**config.mk**
```make
export PLATFORM = sky130hd
export DESIGN_NAME = ctm_top
export DESIGN_NICKNAME = d
export VERILOG_FILES = /design/src/hw/ctm_pkg.sv /design/src/hw/ctm_cfg_if.sv /design/src/hw/ctm_pin_stage.sv /design/src/hw/ctm_top.sv
export SDC_FILE = /design/constraint.sdc
export NUM_CORES = 1
export LEC_CHECK = 0
export BUFFER_PORTS_ARGS = -buffer_cell sky130_fd_sc_hd__buf_2
export CAP_MARGIN = 25
export CORE_MARGIN = 4
export CORE_UTILIZATION = 44
export CTS_BUF_LIST = sky130_fd_sc_hd__clkbuf_8
export CTS_CLUSTER_DIAMETER = 80
export CTS_CLUSTER_SIZE = 10
export DETAILED_ROUTE_END_ITERATION = 8
export MAX_ROUTING_LAYER = met4
export PLACE_DENSITY = 0.67
export SYNTH_ARGS = -nofsm -noshare
export SYNTH_HDL_FRONTEND = slang
export SYNTH_SLANG_ARGS = --single-unit
export TNS_END_PERCENT = 5
```
**constraint.sdc**
```tcl
create_clock -name i_clock -period 4.7 [get_ports i_clock]
set_clock_uncertainty 0.15 [all_clocks]
set_input_delay 0.705 -clock i_clock [delete_from_list [all_inputs] [get_ports i_clock]]
set_output_delay 0.705 -clock i_clock [all_outputs]
set_load 0.05 [all_outputs]
```
**src/hw/ctm_pkg.sv**
```systemverilog
// Package with register map, field positions and encodings for the compact timer
package ctm_pkg;

  // ----------------------------------------------------------------
  // Register offsets (byte addresses)
  // ----------------------------------------------------------------
  localparam logic [7:0] OFS_CTRL     = 8'h00; // timer_mode_output_control
  localparam logic [7:0] OFS_RUN      = 8'h04; // timer_run
  localparam logic [7:0] OFS_CMP_A    = 8'h08; // compare_a_value
  localparam logic [7:0] OFS_CMP_P    = 8'h0C; // compare_p_value
  localparam logic [7:0] OFS_STATUS   = 8'h10; // sticky events, read only
  localparam logic [7:0] OFS_INT_EN   = 8'h14; // interrupt enable
  localparam logic [7:0] OFS_INT_CLR  = 8'h18; // write one to clear
  localparam logic [7:0] OFS_COUNT    = 8'h1C; // counter and pin state

  // ----------------------------------------------------------------
  // Control register field positions
  // ----------------------------------------------------------------
  localparam int MODE_HI   = 7;
  localparam int MODE_LO   = 6;
  localparam int ACT_HI    = 5;
  localparam int ACT_LO    = 4;
  localparam int LEVEL_BIT = 3;
  localparam int INV_BIT   = 2;
  localparam int SWAP_BIT  = 1;
  localparam int CLR_BIT   = 0;

  // ----------------------------------------------------------------
  // Reset values and widths
  // ----------------------------------------------------------------
  localparam logic [7:0] CTRL_RESET = 8'h00;
  localparam int         CNT_W      = 10;
  localparam int         CMP_P_W    = 3;
  localparam int         EVT_W      = 2;  // bit0 match A, bit1 match P
  localparam int         EVT_A      = 0;
  localparam int         EVT_P      = 1;

  // ----------------------------------------------------------------
  // Encodings
  // ----------------------------------------------------------------
  localparam logic [1:0] MODE_CMP   = 2'h0;
  localparam logic [1:0] MODE_UNDEF = 2'h1;
  localparam logic [1:0] MODE_PWM   = 2'h2;
  localparam logic [1:0] MODE_TC    = 2'h3;
  localparam logic [1:0] ACT_NONE   = 2'h0;
  localparam logic [1:0] ACT_LOW    = 2'h1;
  localparam logic [1:0] ACT_HIGH   = 2'h2;
  localparam logic [1:0] ACT_TOG    = 2'h3;

  localparam logic [1:0] RESP_OKAY   = 2'h0;
  localparam logic [1:0] RESP_SLVERR = 2'h2;

endpackage : ctm_pkg

```
**src/hw/ctm_cfg_if.sv**
```systemverilog
// Interface carrying decoded control fields from the top to the pin stage
`timescale 1ns/10ps
interface ctm_cfg_if;
  logic [1:0] mode;        // Operating mode
  logic [1:0] action;      // pin_action field
  logic       level;       // output_level_select
  logic       invert;      // output_invert
  logic       run_rise;    // timer_run went low to high
  logic       match_a;     // Comparator A match pulse
  logic       duty_on;     // PWM duty phase
  logic       pin;         // Resulting pin level
  logic       pin_oe;      // Pin is driven

  modport ctl (output mode, action, level, invert, run_rise, match_a, duty_on,
               input pin, pin_oe);
  modport pin_stage (input mode, action, level, invert, run_rise, match_a, duty_on,
                     output pin, pin_oe);
endinterface : ctm_cfg_if

```
**src/hw/ctm_pin_stage.sv**
```systemverilog
// Timer output pin stage: compare match actions, PWM shaping and inversion
`timescale 1ns/10ps
module ctm_pin_stage
(
  input  wire logic   i_clock,   // System clock
  input  wire logic   i_rst_n,   // Async reset, active low
  ctm_cfg_if.pin_stage cfg       // Control fields and pin result
);

  // ----------------------------------------------------------------
  // Compare mode latch
  // ----------------------------------------------------------------
  logic cmp_q;
  logic cmp_d;
  logic pwm_raw;
  logic pre_inv;
  logic is_pwm;
  logic is_cmp;

  assign is_pwm = (cfg.mode == ctm_pkg::MODE_PWM);
  assign is_cmp = (cfg.mode == ctm_pkg::MODE_CMP);

  // Only a match A moves the level; run rising edge restores the initial level
  always_comb
  begin
    cmp_d = cmp_q;
    if (cfg.run_rise)
      cmp_d = cfg.level;
    else if (cfg.match_a)
    begin
      unique case (cfg.action)
        ctm_pkg::ACT_NONE: cmp_d = cmp_q;
        ctm_pkg::ACT_LOW:  cmp_d = 1'b0;
        ctm_pkg::ACT_HIGH: cmp_d = 1'b1;
        ctm_pkg::ACT_TOG:  cmp_d = ~cmp_q;
      endcase
    end
  end

  always_ff @(posedge i_clock or negedge i_rst_n)
  begin
    if (!i_rst_n)
      cmp_q <= 1'b0;
    else
      cmp_q <= cmp_d;
  end

  // ----------------------------------------------------------------
  // PWM shaping: 00 inactive, 01 active, 10 waveform, 11 undefined as inactive
  // ----------------------------------------------------------------
  assign pwm_raw = (cfg.action == ctm_pkg::ACT_HIGH) ?
                   (cfg.duty_on ? cfg.level : ~cfg.level) :
                   (cfg.action == ctm_pkg::ACT_LOW) ? cfg.level : ~cfg.level;

  assign pre_inv = is_pwm ? pwm_raw : cmp_q;
  assign cfg.pin    = pre_inv ^ cfg.invert;
  // Mode 01 and timer/counter mode leave the pin undriven
  assign cfg.pin_oe = is_pwm | is_cmp;

endmodule : ctm_pin_stage

```
**src/hw/ctm_top.sv**
```systemverilog
// Compact timer with mode/output control register and AXI4-Lite slave
// Functional notes
// - Mode codes 00 compare, 10 PWM, 11 timer
// - Compare mode: level bit sets initial pin
// - PWM mode: level bit sets active level
// - Invert bit inverts pin; unused in timer
// - Swap bit exchanges period and duty registers
// - Clear source: 0 match P, 1 match A
// - Clear source low: P match or overflow
// - Overflow clear only when compare P zero
// - PWM ignores clear source; swap picks period
// - Match A drives pin low, high, toggle
// - Run rising edge restores initial pin level
// - Only match A changes pin in compare mode
// - PWM generation runs with action 10
//
// Implementation choices: the AXI4-Lite interface to the registers and the register addresses.
`timescale 1ns/10ps
module ctm_top #(
  parameter int CNT_W   = ctm_pkg::CNT_W,   // Counter width
  parameter int CMP_P_W = ctm_pkg::CMP_P_W  // Compare P width (top counter bits)
)
(
  input  wire logic        i_clock,          // 10 MHz system clock
  input  wire logic        i_rst_n,          // Async reset, active low
  input  wire logic        i_awvalid,        // Write address valid
  output logic             o_awready,        // Write address ready
  input  wire logic [7:0]  i_awaddr,         // Write address
  input  wire logic        i_wvalid,         // Write data valid
  output logic             o_wready,         // Write data ready
  input  wire logic [31:0] i_wdata,          // Write data
  input  wire logic [3:0]  i_wstrb,          // Write byte strobes
  output logic             o_bvalid,         // Write response valid
  input  wire logic        i_bready,         // Write response ready
  output logic [1:0]       o_bresp,          // Write response
  input  wire logic        i_arvalid,        // Read address valid
  output logic             o_arready,        // Read address ready
  input  wire logic [7:0]  i_araddr,         // Read address
  output logic             o_rvalid,         // Read data valid
  input  wire logic        i_rready,         // Read data ready
  output logic [31:0]      o_rdata,          // Read data
  output logic [1:0]       o_rresp,          // Read response
  output logic             o_timer_output_pin_a,    // Timer output pin
  output logic             o_timer_output_pin_a_oe, // Pin driven
  output logic             o_timer_output_pin_b,    // Complementary pin
  output logic             o_timer_output_pin_b_oe, // Pin driven
  output logic             o_irq             // Level interrupt
);

  // ----------------------------------------------------------------
  // Registers
  // ----------------------------------------------------------------
  logic [7:0]          ctrl_q;
  logic                run_q;
  logic                run_prev_q;
  logic [CNT_W-1:0]    cmp_a_q;
  logic [CMP_P_W-1:0]  cmp_p_q;
  logic [CNT_W-1:0]    count_q;
  logic [ctm_pkg::EVT_W-1:0] status_q;
  logic [ctm_pkg::EVT_W-1:0] int_en_q;

  // ----------------------------------------------------------------
  // Field decode
  // ----------------------------------------------------------------
  wire [1:0] mode   = ctrl_q[ctm_pkg::MODE_HI:ctm_pkg::MODE_LO];
  wire [1:0] action = ctrl_q[ctm_pkg::ACT_HI:ctm_pkg::ACT_LO];
  wire       swap   = ctrl_q[ctm_pkg::SWAP_BIT];
  wire       clr_a  = ctrl_q[ctm_pkg::CLR_BIT];
  wire       is_pwm = (mode == ctm_pkg::MODE_PWM);

  // ----------------------------------------------------------------
  // Comparators
  // ----------------------------------------------------------------
  // Compare P holds only the top counter bits and matches when the lower bits are zero; a zero value means full range.
  // Matches look at the value the counter is about to reach, so a clear on a
  // match gives a period of exactly the compare value, not one count more.
  wire [CNT_W-1:0]   cnt_nx  = count_q + 1'b1;
  wire [CMP_P_W-1:0] cnt_top = cnt_nx[CNT_W-1 -: CMP_P_W];
  wire p_zero  = (cmp_p_q == '0);
  wire match_p = run_q && !p_zero && (cnt_top == cmp_p_q)
                 && (cnt_nx[CNT_W-CMP_P_W-1:0] == '0);
  wire match_a = run_q && (cnt_nx == cmp_a_q) && (cmp_a_q != '0);
  wire at_max  = (count_q == {CNT_W{1'b1}});
  wire overflow = run_q && at_max;

  // Clear source: PWM ignores the select bit and uses the period comparator
  wire clr_by_a = is_pwm ? swap : clr_a;
  // Overflow only clears when compare P is zero, else match P came first
  wire clr_p_path = match_p || (overflow && p_zero);
  wire clear_cnt  = clr_by_a ? match_a : clr_p_path;

  // PWM duty compare: duty value from whichever register is not the period
  wire [CNT_W-1:0] p_full = {cmp_p_q, {(CNT_W-CMP_P_W){1'b0}}};
  wire [CNT_W-1:0] duty_v = swap ? p_full : cmp_a_q;
  wire duty_full = swap ? p_zero : 1'b0;
  // Duty tracks the counter even when the pin is forced; the match flags do not depend on it
  wire duty_on = duty_full || (count_q < duty_v);

  // P flag suppressed when match A clears in compare/timer modes
  wire evt_p = match_p && (is_pwm || !clr_a);
  wire evt_a = match_a;

  // ----------------------------------------------------------------
  // Counter
  // ----------------------------------------------------------------
  always_ff @(posedge i_clock or negedge i_rst_n)
  begin
    if (!i_rst_n)
      count_q <= '0;
    else if (!run_q || clear_cnt)
      count_q <= '0;
    else
      count_q <= count_q + 1'b1;
  end

  always_ff @(posedge i_clock or negedge i_rst_n)
  begin
    if (!i_rst_n)
      run_prev_q <= 1'b0;
    else
      run_prev_q <= run_q;
  end

  // ----------------------------------------------------------------
  // Pin stage
  // ----------------------------------------------------------------
  ctm_cfg_if cfg ();
  assign cfg.mode     = mode;
  assign cfg.action   = action;
  assign cfg.level    = ctrl_q[ctm_pkg::LEVEL_BIT];
  assign cfg.invert   = ctrl_q[ctm_pkg::INV_BIT];
  assign cfg.run_rise = run_q && !run_prev_q;
  assign cfg.match_a  = match_a && (mode != ctm_pkg::MODE_PWM);
  assign cfg.duty_on  = duty_on;

  ctm_pin_stage u_pin (
    .i_clock (i_clock),
    .i_rst_n (i_rst_n),
    .cfg     (cfg)
  );

  // Registered outputs keep the pins glitch free
  always_ff @(posedge i_clock or negedge i_rst_n)
  begin
    if (!i_rst_n)
    begin
      o_timer_output_pin_a    <= 1'b0;
      o_timer_output_pin_a_oe <= 1'b0;
      o_timer_output_pin_b    <= 1'b0;
      o_timer_output_pin_b_oe <= 1'b0;
    end
    else
    begin
      o_timer_output_pin_a    <= cfg.pin;
      o_timer_output_pin_a_oe <= cfg.pin_oe;
      o_timer_output_pin_b    <= ~cfg.pin;
      o_timer_output_pin_b_oe <= cfg.pin_oe;
    end
  end

  // ----------------------------------------------------------------
  // AXI4-Lite write channel
  // ----------------------------------------------------------------
  logic       aw_held_q;
  logic       w_held_q;
  logic [7:0] aw_addr_q;
  logic [31:0] w_data_q;
  logic [3:0] w_strb_q;

  wire aw_take = i_awvalid && o_awready;
  wire w_take  = i_wvalid && o_wready;
  wire [7:0]  wr_addr = aw_held_q ? aw_addr_q : i_awaddr;
  wire [31:0] wr_data = w_held_q ? w_data_q : i_wdata;
  wire [3:0]  wr_strb = w_held_q ? w_strb_q : i_wstrb;
  wire have_aw = aw_held_q || aw_take;
  wire have_w  = w_held_q || w_take;
  wire wr_go   = have_aw && have_w && !o_bvalid;
  wire wr_hit  = is_mapped(wr_addr);
  wire wr_en   = wr_go && wr_hit && wr_strb[0];
  wire [7:0] wb = wr_data[7:0];

  function automatic logic is_mapped(input logic [7:0] a);
    is_mapped = (a[1:0] == 2'h0) && (a <= ctm_pkg::OFS_COUNT);
  endfunction : is_mapped

  always_ff @(posedge i_clock or negedge i_rst_n)
  begin
    if (!i_rst_n)
    begin
      aw_held_q <= 1'b0;
      w_held_q  <= 1'b0;
      aw_addr_q <= 8'h00;
      w_data_q  <= 32'h0000_0000;
      w_strb_q  <= 4'h0;
      o_awready <= 1'b1;
      o_wready  <= 1'b1;
      o_bvalid  <= 1'b0;
      o_bresp   <= ctm_pkg::RESP_OKAY;
    end
    else
    begin
      if (aw_take)
      begin
        aw_addr_q <= i_awaddr;
        o_awready <= 1'b0;
      end
      if (w_take)
      begin
        w_data_q <= i_wdata;
        w_strb_q <= i_wstrb;
        o_wready <= 1'b0;
      end
      aw_held_q <= wr_go ? 1'b0 : have_aw;
      w_held_q  <= wr_go ? 1'b0 : have_w;
      if (wr_go)
      begin
        o_bvalid <= 1'b1;
        o_bresp  <= wr_hit ? ctm_pkg::RESP_OKAY : ctm_pkg::RESP_SLVERR;
      end
      else if (o_bvalid && i_bready)
      begin
        o_bvalid  <= 1'b0;
        o_awready <= 1'b1;
        o_wready  <= 1'b1;
      end
    end
  end

  // ----------------------------------------------------------------
  // Writable registers
  // ----------------------------------------------------------------
  wire [CNT_W-1:0] wr_cmp_a = wr_data[CNT_W-1:0];
  always_ff @(posedge i_clock or negedge i_rst_n)
  begin
    if (!i_rst_n)
    begin
      ctrl_q   <= ctm_pkg::CTRL_RESET;
      run_q    <= 1'b0;
      cmp_a_q  <= '0;
      cmp_p_q  <= '0;
      int_en_q <= '0;
    end
    else if (wr_en)
    begin
      if (wr_addr == ctm_pkg::OFS_CTRL)
        ctrl_q <= wb;
      if (wr_addr == ctm_pkg::OFS_RUN)
        run_q <= wb[0];
      if (wr_addr == ctm_pkg::OFS_CMP_A && wr_strb[1])
        cmp_a_q <= wr_cmp_a;
      if (wr_addr == ctm_pkg::OFS_CMP_P)
        cmp_p_q <= wb[CMP_P_W-1:0];
      if (wr_addr == ctm_pkg::OFS_INT_EN)
        int_en_q <= wb[ctm_pkg::EVT_W-1:0];
    end
  end

  // ----------------------------------------------------------------
  // Sticky status and interrupt; a new event wins over a clear
  // ----------------------------------------------------------------
  wire [ctm_pkg::EVT_W-1:0] evt = {evt_p, evt_a};
  wire [ctm_pkg::EVT_W-1:0] clr_mask =
    (wr_en && wr_addr == ctm_pkg::OFS_INT_CLR) ? wb[ctm_pkg::EVT_W-1:0] : '0;

  always_ff @(posedge i_clock or negedge i_rst_n)
  begin
    if (!i_rst_n)
    begin
      status_q <= '0;
      o_irq    <= 1'b0;
    end
    else
    begin
      status_q <= (status_q & ~clr_mask) | evt;
      o_irq    <= |(((status_q & ~clr_mask) | evt) & int_en_q);
    end
  end

  // ----------------------------------------------------------------
  // AXI4-Lite read channel
  // ----------------------------------------------------------------
  logic [31:0] rd_mux;
  always_comb
  begin
    rd_mux = 32'h0000_0000;
    unique case (i_araddr)
      ctm_pkg::OFS_CTRL:   rd_mux[7:0] = ctrl_q;
      ctm_pkg::OFS_RUN:    rd_mux[0] = run_q;
      ctm_pkg::OFS_CMP_A:  rd_mux[CNT_W-1:0] = cmp_a_q;
      ctm_pkg::OFS_CMP_P:  rd_mux[CMP_P_W-1:0] = cmp_p_q;
      ctm_pkg::OFS_STATUS: rd_mux[ctm_pkg::EVT_W-1:0] = status_q;
      ctm_pkg::OFS_INT_EN: rd_mux[ctm_pkg::EVT_W-1:0] = int_en_q;
      ctm_pkg::OFS_COUNT:  rd_mux = {15'h0000, o_timer_output_pin_a, 6'h00, count_q};
      default:             rd_mux = 32'h0000_0000;
    endcase
  end

  always_ff @(posedge i_clock or negedge i_rst_n)
  begin
    if (!i_rst_n)
    begin
      o_arready <= 1'b1;
      o_rvalid  <= 1'b0;
      o_rdata   <= 32'h0000_0000;
      o_rresp   <= ctm_pkg::RESP_OKAY;
    end
    else if (i_arvalid && o_arready)
    begin
      o_arready <= 1'b0;
      o_rvalid  <= 1'b1;
      o_rdata   <= rd_mux;
      o_rresp   <= is_mapped(i_araddr) ? ctm_pkg::RESP_OKAY : ctm_pkg::RESP_SLVERR;
    end
    else if (o_rvalid && i_rready)
    begin
      o_rvalid  <= 1'b0;
      o_arready <= 1'b1;
    end
  end

  // ----------------------------------------------------------------
  // Assertions
  // ----------------------------------------------------------------
  pin_undriven_a: assert property (@(posedge i_clock) disable iff (!i_rst_n)
    (mode == ctm_pkg::MODE_TC) |=> !o_timer_output_pin_a_oe)
    else $error("pin driven in timer mode");

  run_restore_a: assert property (@(posedge i_clock) disable iff (!i_rst_n)
    (cfg.run_rise && mode == ctm_pkg::MODE_CMP && $stable(ctrl_q))
    |=> ##1 (o_timer_output_pin_a == ($past(ctrl_q[3], 2) ^ $past(ctrl_q[2], 2))))
    else $error("run edge did not restore level");

  p_no_pin_a: assert property (@(posedge i_clock) disable iff (!i_rst_n)
    (mode == ctm_pkg::MODE_CMP && !match_a && !cfg.run_rise && $stable(ctrl_q))
    |=> (u_pin.cmp_q == $past(u_pin.cmp_q)))
    else $error("pin moved without match A");

  toggle_act_a: assert property (@(posedge i_clock) disable iff (!i_rst_n)
    (cfg.match_a && !cfg.run_rise && action == ctm_pkg::ACT_TOG)
    |=> (u_pin.cmp_q != $past(u_pin.cmp_q)))
    else $error("toggle action missed");

  pwm_clear_a: assert property (@(posedge i_clock) disable iff (!i_rst_n)
    (is_pwm && run_q && match_a && !swap && !match_p && !overflow)
    |=> (count_q != '0))
    else $error("PWM cleared by A with swap low");

  clear_a_a: assert property (@(posedge i_clock) disable iff (!i_rst_n)
    (!is_pwm && clr_a && run_q && match_a) |=> (count_q == '0))
    else $error("match A did not clear");

  overflow_a: assert property (@(posedge i_clock) disable iff (!i_rst_n)
    (!is_pwm && !clr_a && run_q && at_max && !p_zero && !match_a) |=> 0)
    else $error("counter reached max with P nonzero");

  p_clear_a: assert property (@(posedge i_clock) disable iff (!i_rst_n)
    (!is_pwm && !clr_a && match_p) |=> (count_q == '0))
    else $error("match P did not clear");

  invert_a: assert property (@(posedge i_clock) disable iff (!i_rst_n)
    (is_pwm && action == ctm_pkg::ACT_LOW && $stable(ctrl_q))
    |=> (o_timer_output_pin_a == ($past(ctrl_q[3]) ^ $past(ctrl_q[2]))))
    else $error("PWM forced active level wrong");

endmodule : ctm_top

```
==> qor.yml, run 1 <==
status: "complete, no violations"
hold-worst-slack_ns: 0.332
grtUsageMet2_pct: 27.1
cts_made_buffers: 9
ir_drop_uv: 324
path_max_fanout: 10
critPathRequiredTime_ns: 4.78
synth_top_area_share_pct: 41.4
synthFlopType: "dfrtp_1"
slew_viol_final: 0
top_usage_layer: "met2"
ys_types: 61
fin_setup_tns_ns: 0
antenna_found_initial: 0
grt_max_degree: 83
port_buffers: 57
hold_depth: 2
vias_per_cell: 5.42
diodes: 0
r2r_start: "count_q[0]$_DFF_PN0_"
synthTopCellsByArea: "dfrtp_1 (41%), mux2_2 (9.0%), mux2i_1 (5.2%)"
dp_hpwl_um: 7920
drtIter0Drc: 183
drc: 0
hold_path_end: "o_rdata[4]$_DFFE_PN0P_"
ys_seq_area_share_pct: 43.0
power_density_nw_per_um2: 437
setup_violations: 0
startpoint_type: "flop"
drt-total-wl_um: 10600
syn2layout_area_growth_pct: 10.3
fin_crit_sh_pct: 63.9
nets: 595
hold_viol_final: 0
cts_tree: "done"
grt_use_met1_pct: 24.2
period_minus_slack_ns: 3.00
cts.sinks: 82
rr_worst_depth: 8
ios: 105
tightest_slew_ns: 0.701
drv_cap: 0
start_util_pct: 45.7
syn-cell-area_um2: 4780
num_rows: 37
core_um2: 10500
grtUsageTotal_pct: 17.9
relSlewSlack_pct: 52.9
use_met3_pct: 4.42
cp.arrival_ns: 3.08
dr.pass1.iters: 6
post_cts_buffers: 0
h-tree-depth: 3
drive_gt1_share_pct: 24.2
n_fill_cell: 993
dieHeight_um: 112
rsz0062_at_grt: "no"
min_from: "o_rdata[4]$_DFFE_PN0P_"
crit_type: "reg2reg"
antenna_left: 0
min_path_type: "reg2reg"
grt_pass1_vias: 3615
gr-total-overflow: 0
vias: 3608
yosysTopAreaCell: "dfrtp_1"
rrSetupSlack_ns: 1.70
cts-root-buf: "clkbuf_8"
cp-end-kind: "flop"
postSynthCellCount: 480
cts.repair.resized: 0
place_congestion: 0.886
r2r-end: "count_q[1]$_DFF_PN0_"
power.leakage_nw: 2.32
synth_edf_count: 0
die_w_um: 112
grt_pass1_wl_um: 17900
clk_pin_slew_worst_paths_ns: 0.08
clockBufferDepth: 2
avgRoutedWirePerCell_um: 15.9
synth_seq_cells: 82
insertion_delay_ns: 0.35
async_flop_share_pct: 100
yosys_warnings: 0
maxClockFrequency_mhz: 333
die_area_um2: 12600
synth_area_per_cell_um2: 9.95
## cells by family after synthesis
kind of cell,synth area share [%]
AOI/OAI and AO/OA,11.8
xor gates and xnor gates,3.85
adders and majority gates,2.88
buffers and inverters,7.49
DFF,43.0
muxes,14.7
other,0.0785
and+or+nand+nor,16.3
## area by class of cell
| cell class | count | area (um2) | share of cell area, % |
|---|---|---|---|
| Multi-Input combinational cell | 357 | 2450 | 46.6 |
| Sequential cell | 82 | 2060 | 39.0 |
| Timing Repair Buffer | 60 | 333 | 6.32 |
| Tap cell | 136 | 170 | 3.23 |
| Clock buffer | 9 | 124 | 2.35 |
| Clock inverter | 7 | 77.6 | 1.47 |
| Inverter | 15 | 56.3 | 1.07 |
## flip-flops by register name (all words and copies together) (netlist names), 2 cells and up
signal,flops
count_q,10
aw_addr_q,8
o_rdata,11
cmp_a_q,10
w_data_q,10
ctrl_q,8
status_q,2
int_en_q,2
w_strb_q,2
cmp_p_q,3
## critical path: stages, from the launching register on
cell and delay, ns:
dfrtp_1 0.53, ha_1 0.41, xnor2_1 0.18, o311ai_1 0.11, or4_1 0.55, nor4_2 0.30
a41oi_2 0.21, a31oi_4 0.33, nor2_1 0.10
## cell usage after synthesis (2+ instances only)
master    count
or4_1         4
a32oi_1       3
nor4_1        4
o21ai_2       2
nand2_1      47
inv_1        14
nand4_1       7
buf_4        26
ha_1         11
o211ai_1      6
dfstp_2       3
a21o_1        2
nor4b_1       2
xnor2_1      13
or3_1         2
mux2i_1      25
buf_6         2
nor3b_1       3
nor2_1       23
nand3b_1      2
a21oi_1      12
nor2b_1       5
nand2b_1     10
buf_2         6
a211o_1       2
and3_1        2
mux2_2       38
xor2_1        8
o21ai_0      32
and2_1        2
dfrtp_1      79
nand3_1      14
o21ai_1       7
clkbuf_1     13
nor3_1       16
a22oi_1       8
## layout by cell type (no fill, tap or decap), types with 3 or more instances in the layout
cell,count
dfrtp_1,79
buf_2,56
nand2_1,47
mux2_2,38
o21ai_0,32
mux2i_1,25
nor2_1,23
conb_1,23
nor3_1,16
nand3_1,14
inv_1,14
xnor2_1,13
a21oi_1,12
ha_1,11
nand2b_1,10
clkbuf_8,9
xor2_1,8
a22oi_1,8
nand4_1,7
o21ai_1,7
o211ai_1,6
nor2b_1,5
or4_1,4
nor3b_1,3
nor4_1,3
a32oi_1,3
dfstp_2,3
## what timing repair did
action | in CTS | in global routing
setup endpoints to repair | 0 | 0
hold buffers | 0 | 1
endpoints found under the hold margin | 0 | 7
## per-layer routing
metal	vias to the layer above	routed length, um
li1	1748	-
met1	1709	4920
met3	21	702
met4	0	185
met2	130	4770
met5	-	0
## metrics by stage
step / power [W] / setup slack (ns) / cell area [um2] / instances / utilization, %
CTS: 0.00232 / 1.71 / 5230 / 664 / 50.0
floorplan: 0.00164 / 2.20 / 4860 / 502 / -
global route: 0.00247 / 1.57 / 5270 / 666 / 50.4
global placement: 0.00177 / 1.78 / 5030 / 648 / 48.1
detailed placement: 0.00180 / 1.73 / 5030 / 648 / 48.1
finish: 0.00230 / 1.70 / 5270 / 666 / 50.4
## worst max-delay path by stage
stage                                 to                 start  depth (start not counted)
CTS                 count_q[3]$_DFF_PN0_  count_q[0]$_DFF_PN0_                          8
global route        count_q[2]$_DFF_PN0_  count_q[0]$_DFF_PN0_                          8
floorplan           count_q[2]$_DFF_PN0_  count_q[1]$_DFF_PN0_                          8
detailed placement  count_q[3]$_DFF_PN0_  count_q[0]$_DFF_PN0_                          8
global placement    count_q[4]$_DFF_PN0_  count_q[0]$_DFF_PN0_                          8
finish              count_q[1]$_DFF_PN0_  count_q[0]$_DFF_PN0_                          8
## where the power goes
part	switching [W]	total, W	internal (W)
clock network	0.000268	0.000518	0.000250
registers	0.000213	0.00107	0.000858
logic	0.000397	0.000715	0.000317
total	0.000878	0.00230	0.00143
No activity file was read; power rests on OpenSTA's default activity.
==> inputs of run 2 (changes only) <==
--- a/config.mk
+++ b/config.mk
@@ -14,7 +14,7 @@
 export CTS_CLUSTER_SIZE = 10
 export DETAILED_ROUTE_END_ITERATION = 8
 export MAX_ROUTING_LAYER = met4
-export PLACE_DENSITY = 0.67
+export PLACE_DENSITY = 0.69
 export SYNTH_ARGS = -nofsm -noshare
 export SYNTH_HDL_FRONTEND = slang
 export SYNTH_SLANG_ARGS = --single-unit
==> constraint.sdc (replaced) <==
create_clock -name i_clock -period 2.5 [get_ports i_clock]
set_clock_uncertainty 0.15 [all_clocks]
set_input_delay 0.375 -clock i_clock [delete_from_list [all_inputs] [get_ports i_clock]]
set_output_delay 0.375 -clock i_clock [all_outputs]
set_load 0.05 [all_outputs]
==> run 2 against run 1 <==
  * The run now ends with negative setup slack left
  * Global-route usage up 0.50 points
  * Final area rose by 5.8%
  * Setup slack worse by 1.8 ns
  * Utilization increased by 2.9 points
  * Sequential cell count unchanged
  * Die area unchanged
  * Via count up 4.9%
  * Largest power group unchanged
==> qor.yml, run 2 (same netlist as run 1, synthesis figures left out) <==
hold_viol_final: 0
path_buf_inv: 1
relSlewSlack_pct: 57.2
hold-worst-slack_ns: 0.0359
syn2layout_area_growth_pct: 16.7
dp_hpwl_um: 8340
path_cells: "ha_1 > xnor2_1 > o311ai_1 > or4_4 > nor4_4 > a41oi_2 > a31oi_4 > buf_12 > nor3_1"
cts_tree: "done"
path_delay_family: "simple AND/OR/NAND/NOR gates"
cts_made_buffers: 9
cts-root-buf: "clkbuf_8"
largest_reg_flops: 11
final_common_cell: "dfrtp_1"
clkPwrFrac_pct: 20.0
avgRoutedWirePerCell_um: 15.4
setup_ws_ns: -0.115
p_sw_w: 0.00173
hold_path_end: "o_awready$_DFF_PN1_"
drtIter0Drc: 237
path_max_fanout: 10
place_ws_ns: -0.226
vias_per_cell: 5.38
ios: 105
r2r_start: "count_q[0]$_DFF_PN0_"
n_fill_cell: 987
power_density_nw_per_um2: 809
rsz0062_at_grt: "yes"
place_congestion: 0.894
seqCellArea_um2: 2060
setup_violations: 11
grt_max_degree: 83
p_total_w: 0.00451
clk_pin_slew_worst_paths_ns: 0.10
maxClockFrequency_mhz: 382
insertion_delay_ns: 0.36
cp.depth: 9
failed_checks: "negative setup slack"
drive_gt1_share_pct: 30.3
dr.pass1.iters: 5
cp.arrival_ns: 2.69
gr-total-overflow: 0
power.leakage_nw: 2.49
combPwrFrac_pct: 38.4
grtUsageTotal_pct: 18.4
max_stage_delay_ns: 0.54
drc: 0
start_util_pct: 45.7
port_buffers: 57
nets: 632
r2r-end: "count_q[7]$_DFF_PN0_"
netSwitchingFraction_pct: 38.3
vias: 3784
antenna_left: 0
num_rows: 37
grt_pass1_wl_um: 18500
tightest_slew_ns: 0.639
cp-end-kind: "flop"
critPathRequiredTime_ns: 2.58
ir_drop_uv: 745
dieHeight_um: 112
startpoint_type: "flop"
cp_slowest_cell: "or4_4"
regMostFlops: "o_rdata"
antenna_found_initial: 0
cts.sinks: 82
layout_common_cells: "dfrtp_1 (78), buf_2 (56), nand2_1 (47), mux2_2 (38), buf_4 (38)"
pwr-share-seq_pct: 41.6
status: "finished with violations"
final_util_pct: 53.3
min_path_type: "in2reg"
multi_input_area_um2: 2490
rr_worst_depth: 9
p_int_w: 0.00278
die_w_um: 112
clockBufferDepth: 2
drv_cap: 0
diodes: 0
die_area_um2: 12600
drt-total-wl_um: 10800
fin_setup_tns_ns: -1.11
period_minus_slack_ns: 2.62
core_um2: 10500
fin_crit_sh_pct: 105
grt_pass1_vias: 3803
crit_type: "reg2reg"
slew_viol_final: 0
rrSetupSlack_ns: -0.12
min_from: "i_awvalid"
hold_depth: 2
h-tree-depth: 3
run 2: layout make-up:
class,count,share of cell area [%]
inverters,15,1.01
well taps,136,3.05
clock buffers,9,2.22
flip-flops and latches,82,36.9
multi-input cells,357,44.7
clock inverters,7,1.05
repair buffers,97,11.0
run 2: stage by stage:
step | cell area [um2] | std cells
after floorplan | 4860 | 502
after global placement | 5320 | 685
after detailed placement | 5320 | 685
after CTS | 5550 | 703
after global routing | 5580 | 703
final | 5580 | 703
run 2: worst max path at each step:
stage | start | endpoint | slack, ns
after CTS | count_q[0]$_DFF_PN0_ | count_q[7]$_DFF_PN0_ | -0.10
after global placement | count_q[0]$_DFF_PN0_ | count_q[7]$_DFF_PN0_ | -0.17
after global routing | count_q[0]$_DFF_PN0_ | count_q[7]$_DFF_PN0_ | -0.16
after detailed placement | count_q[0]$_DFF_PN0_ | count_q[5]$_DFF_PN0_ | -0.23
after floorplan | count_q[1]$_DFF_PN0_ | count_q[2]$_DFF_PN0_ | 0.001
final | count_q[0]$_DFF_PN0_ | count_q[7]$_DFF_PN0_ | -0.12
run 2: worst register-to-register path: cells and delay by family (launching register included):
family          cells  cell delay, ns
fa+ha+maj           1            0.33
xor+xnor            1            0.17
buf+inv             1            0.15
flops               1            0.39
simple gates        3            0.80
compound gates      3            0.49
run 2: power groups by stage:
stage,Sequential [W],Clock (W),Combinational [W]
after floorplan,0.00196,0,0.00113
after global placement,0.00187,0,0.00166
after detailed placement,0.00190,0,0.00171
after CTS,0.00187,0.000935,0.00173
after global routing,0.00193,0.00100,0.00191
final,0.00187,0.000903,0.00173
run 2: metal layers:
| metal | up-vias | share of wire [%] | global-route usage [%] | routed length [um] |
|---|---|---|---|---|
| li1 | 1829 | - | - | - |
| met1 | 1802 | 46 | 24.1 | 4940 |
| met2 | 142 | 46 | 29.2 | 4940 |
| met3 | 11 | 7.4 | 4.53 | 804 |
| met4 | 0 | 1.0 | 4.01 | 108 |
| met5 | - | 0 | - | 0 |
run 2: what timing repair did:
action / CTS / global route
endpoints found under the setup margin: 13 / 18
setup buffers: 1 / 0
hold buffers: 1 / 0
pin swaps: 3 / 1
resized for setup: 3 / 6
hold endpoints to repair: 79 / 0
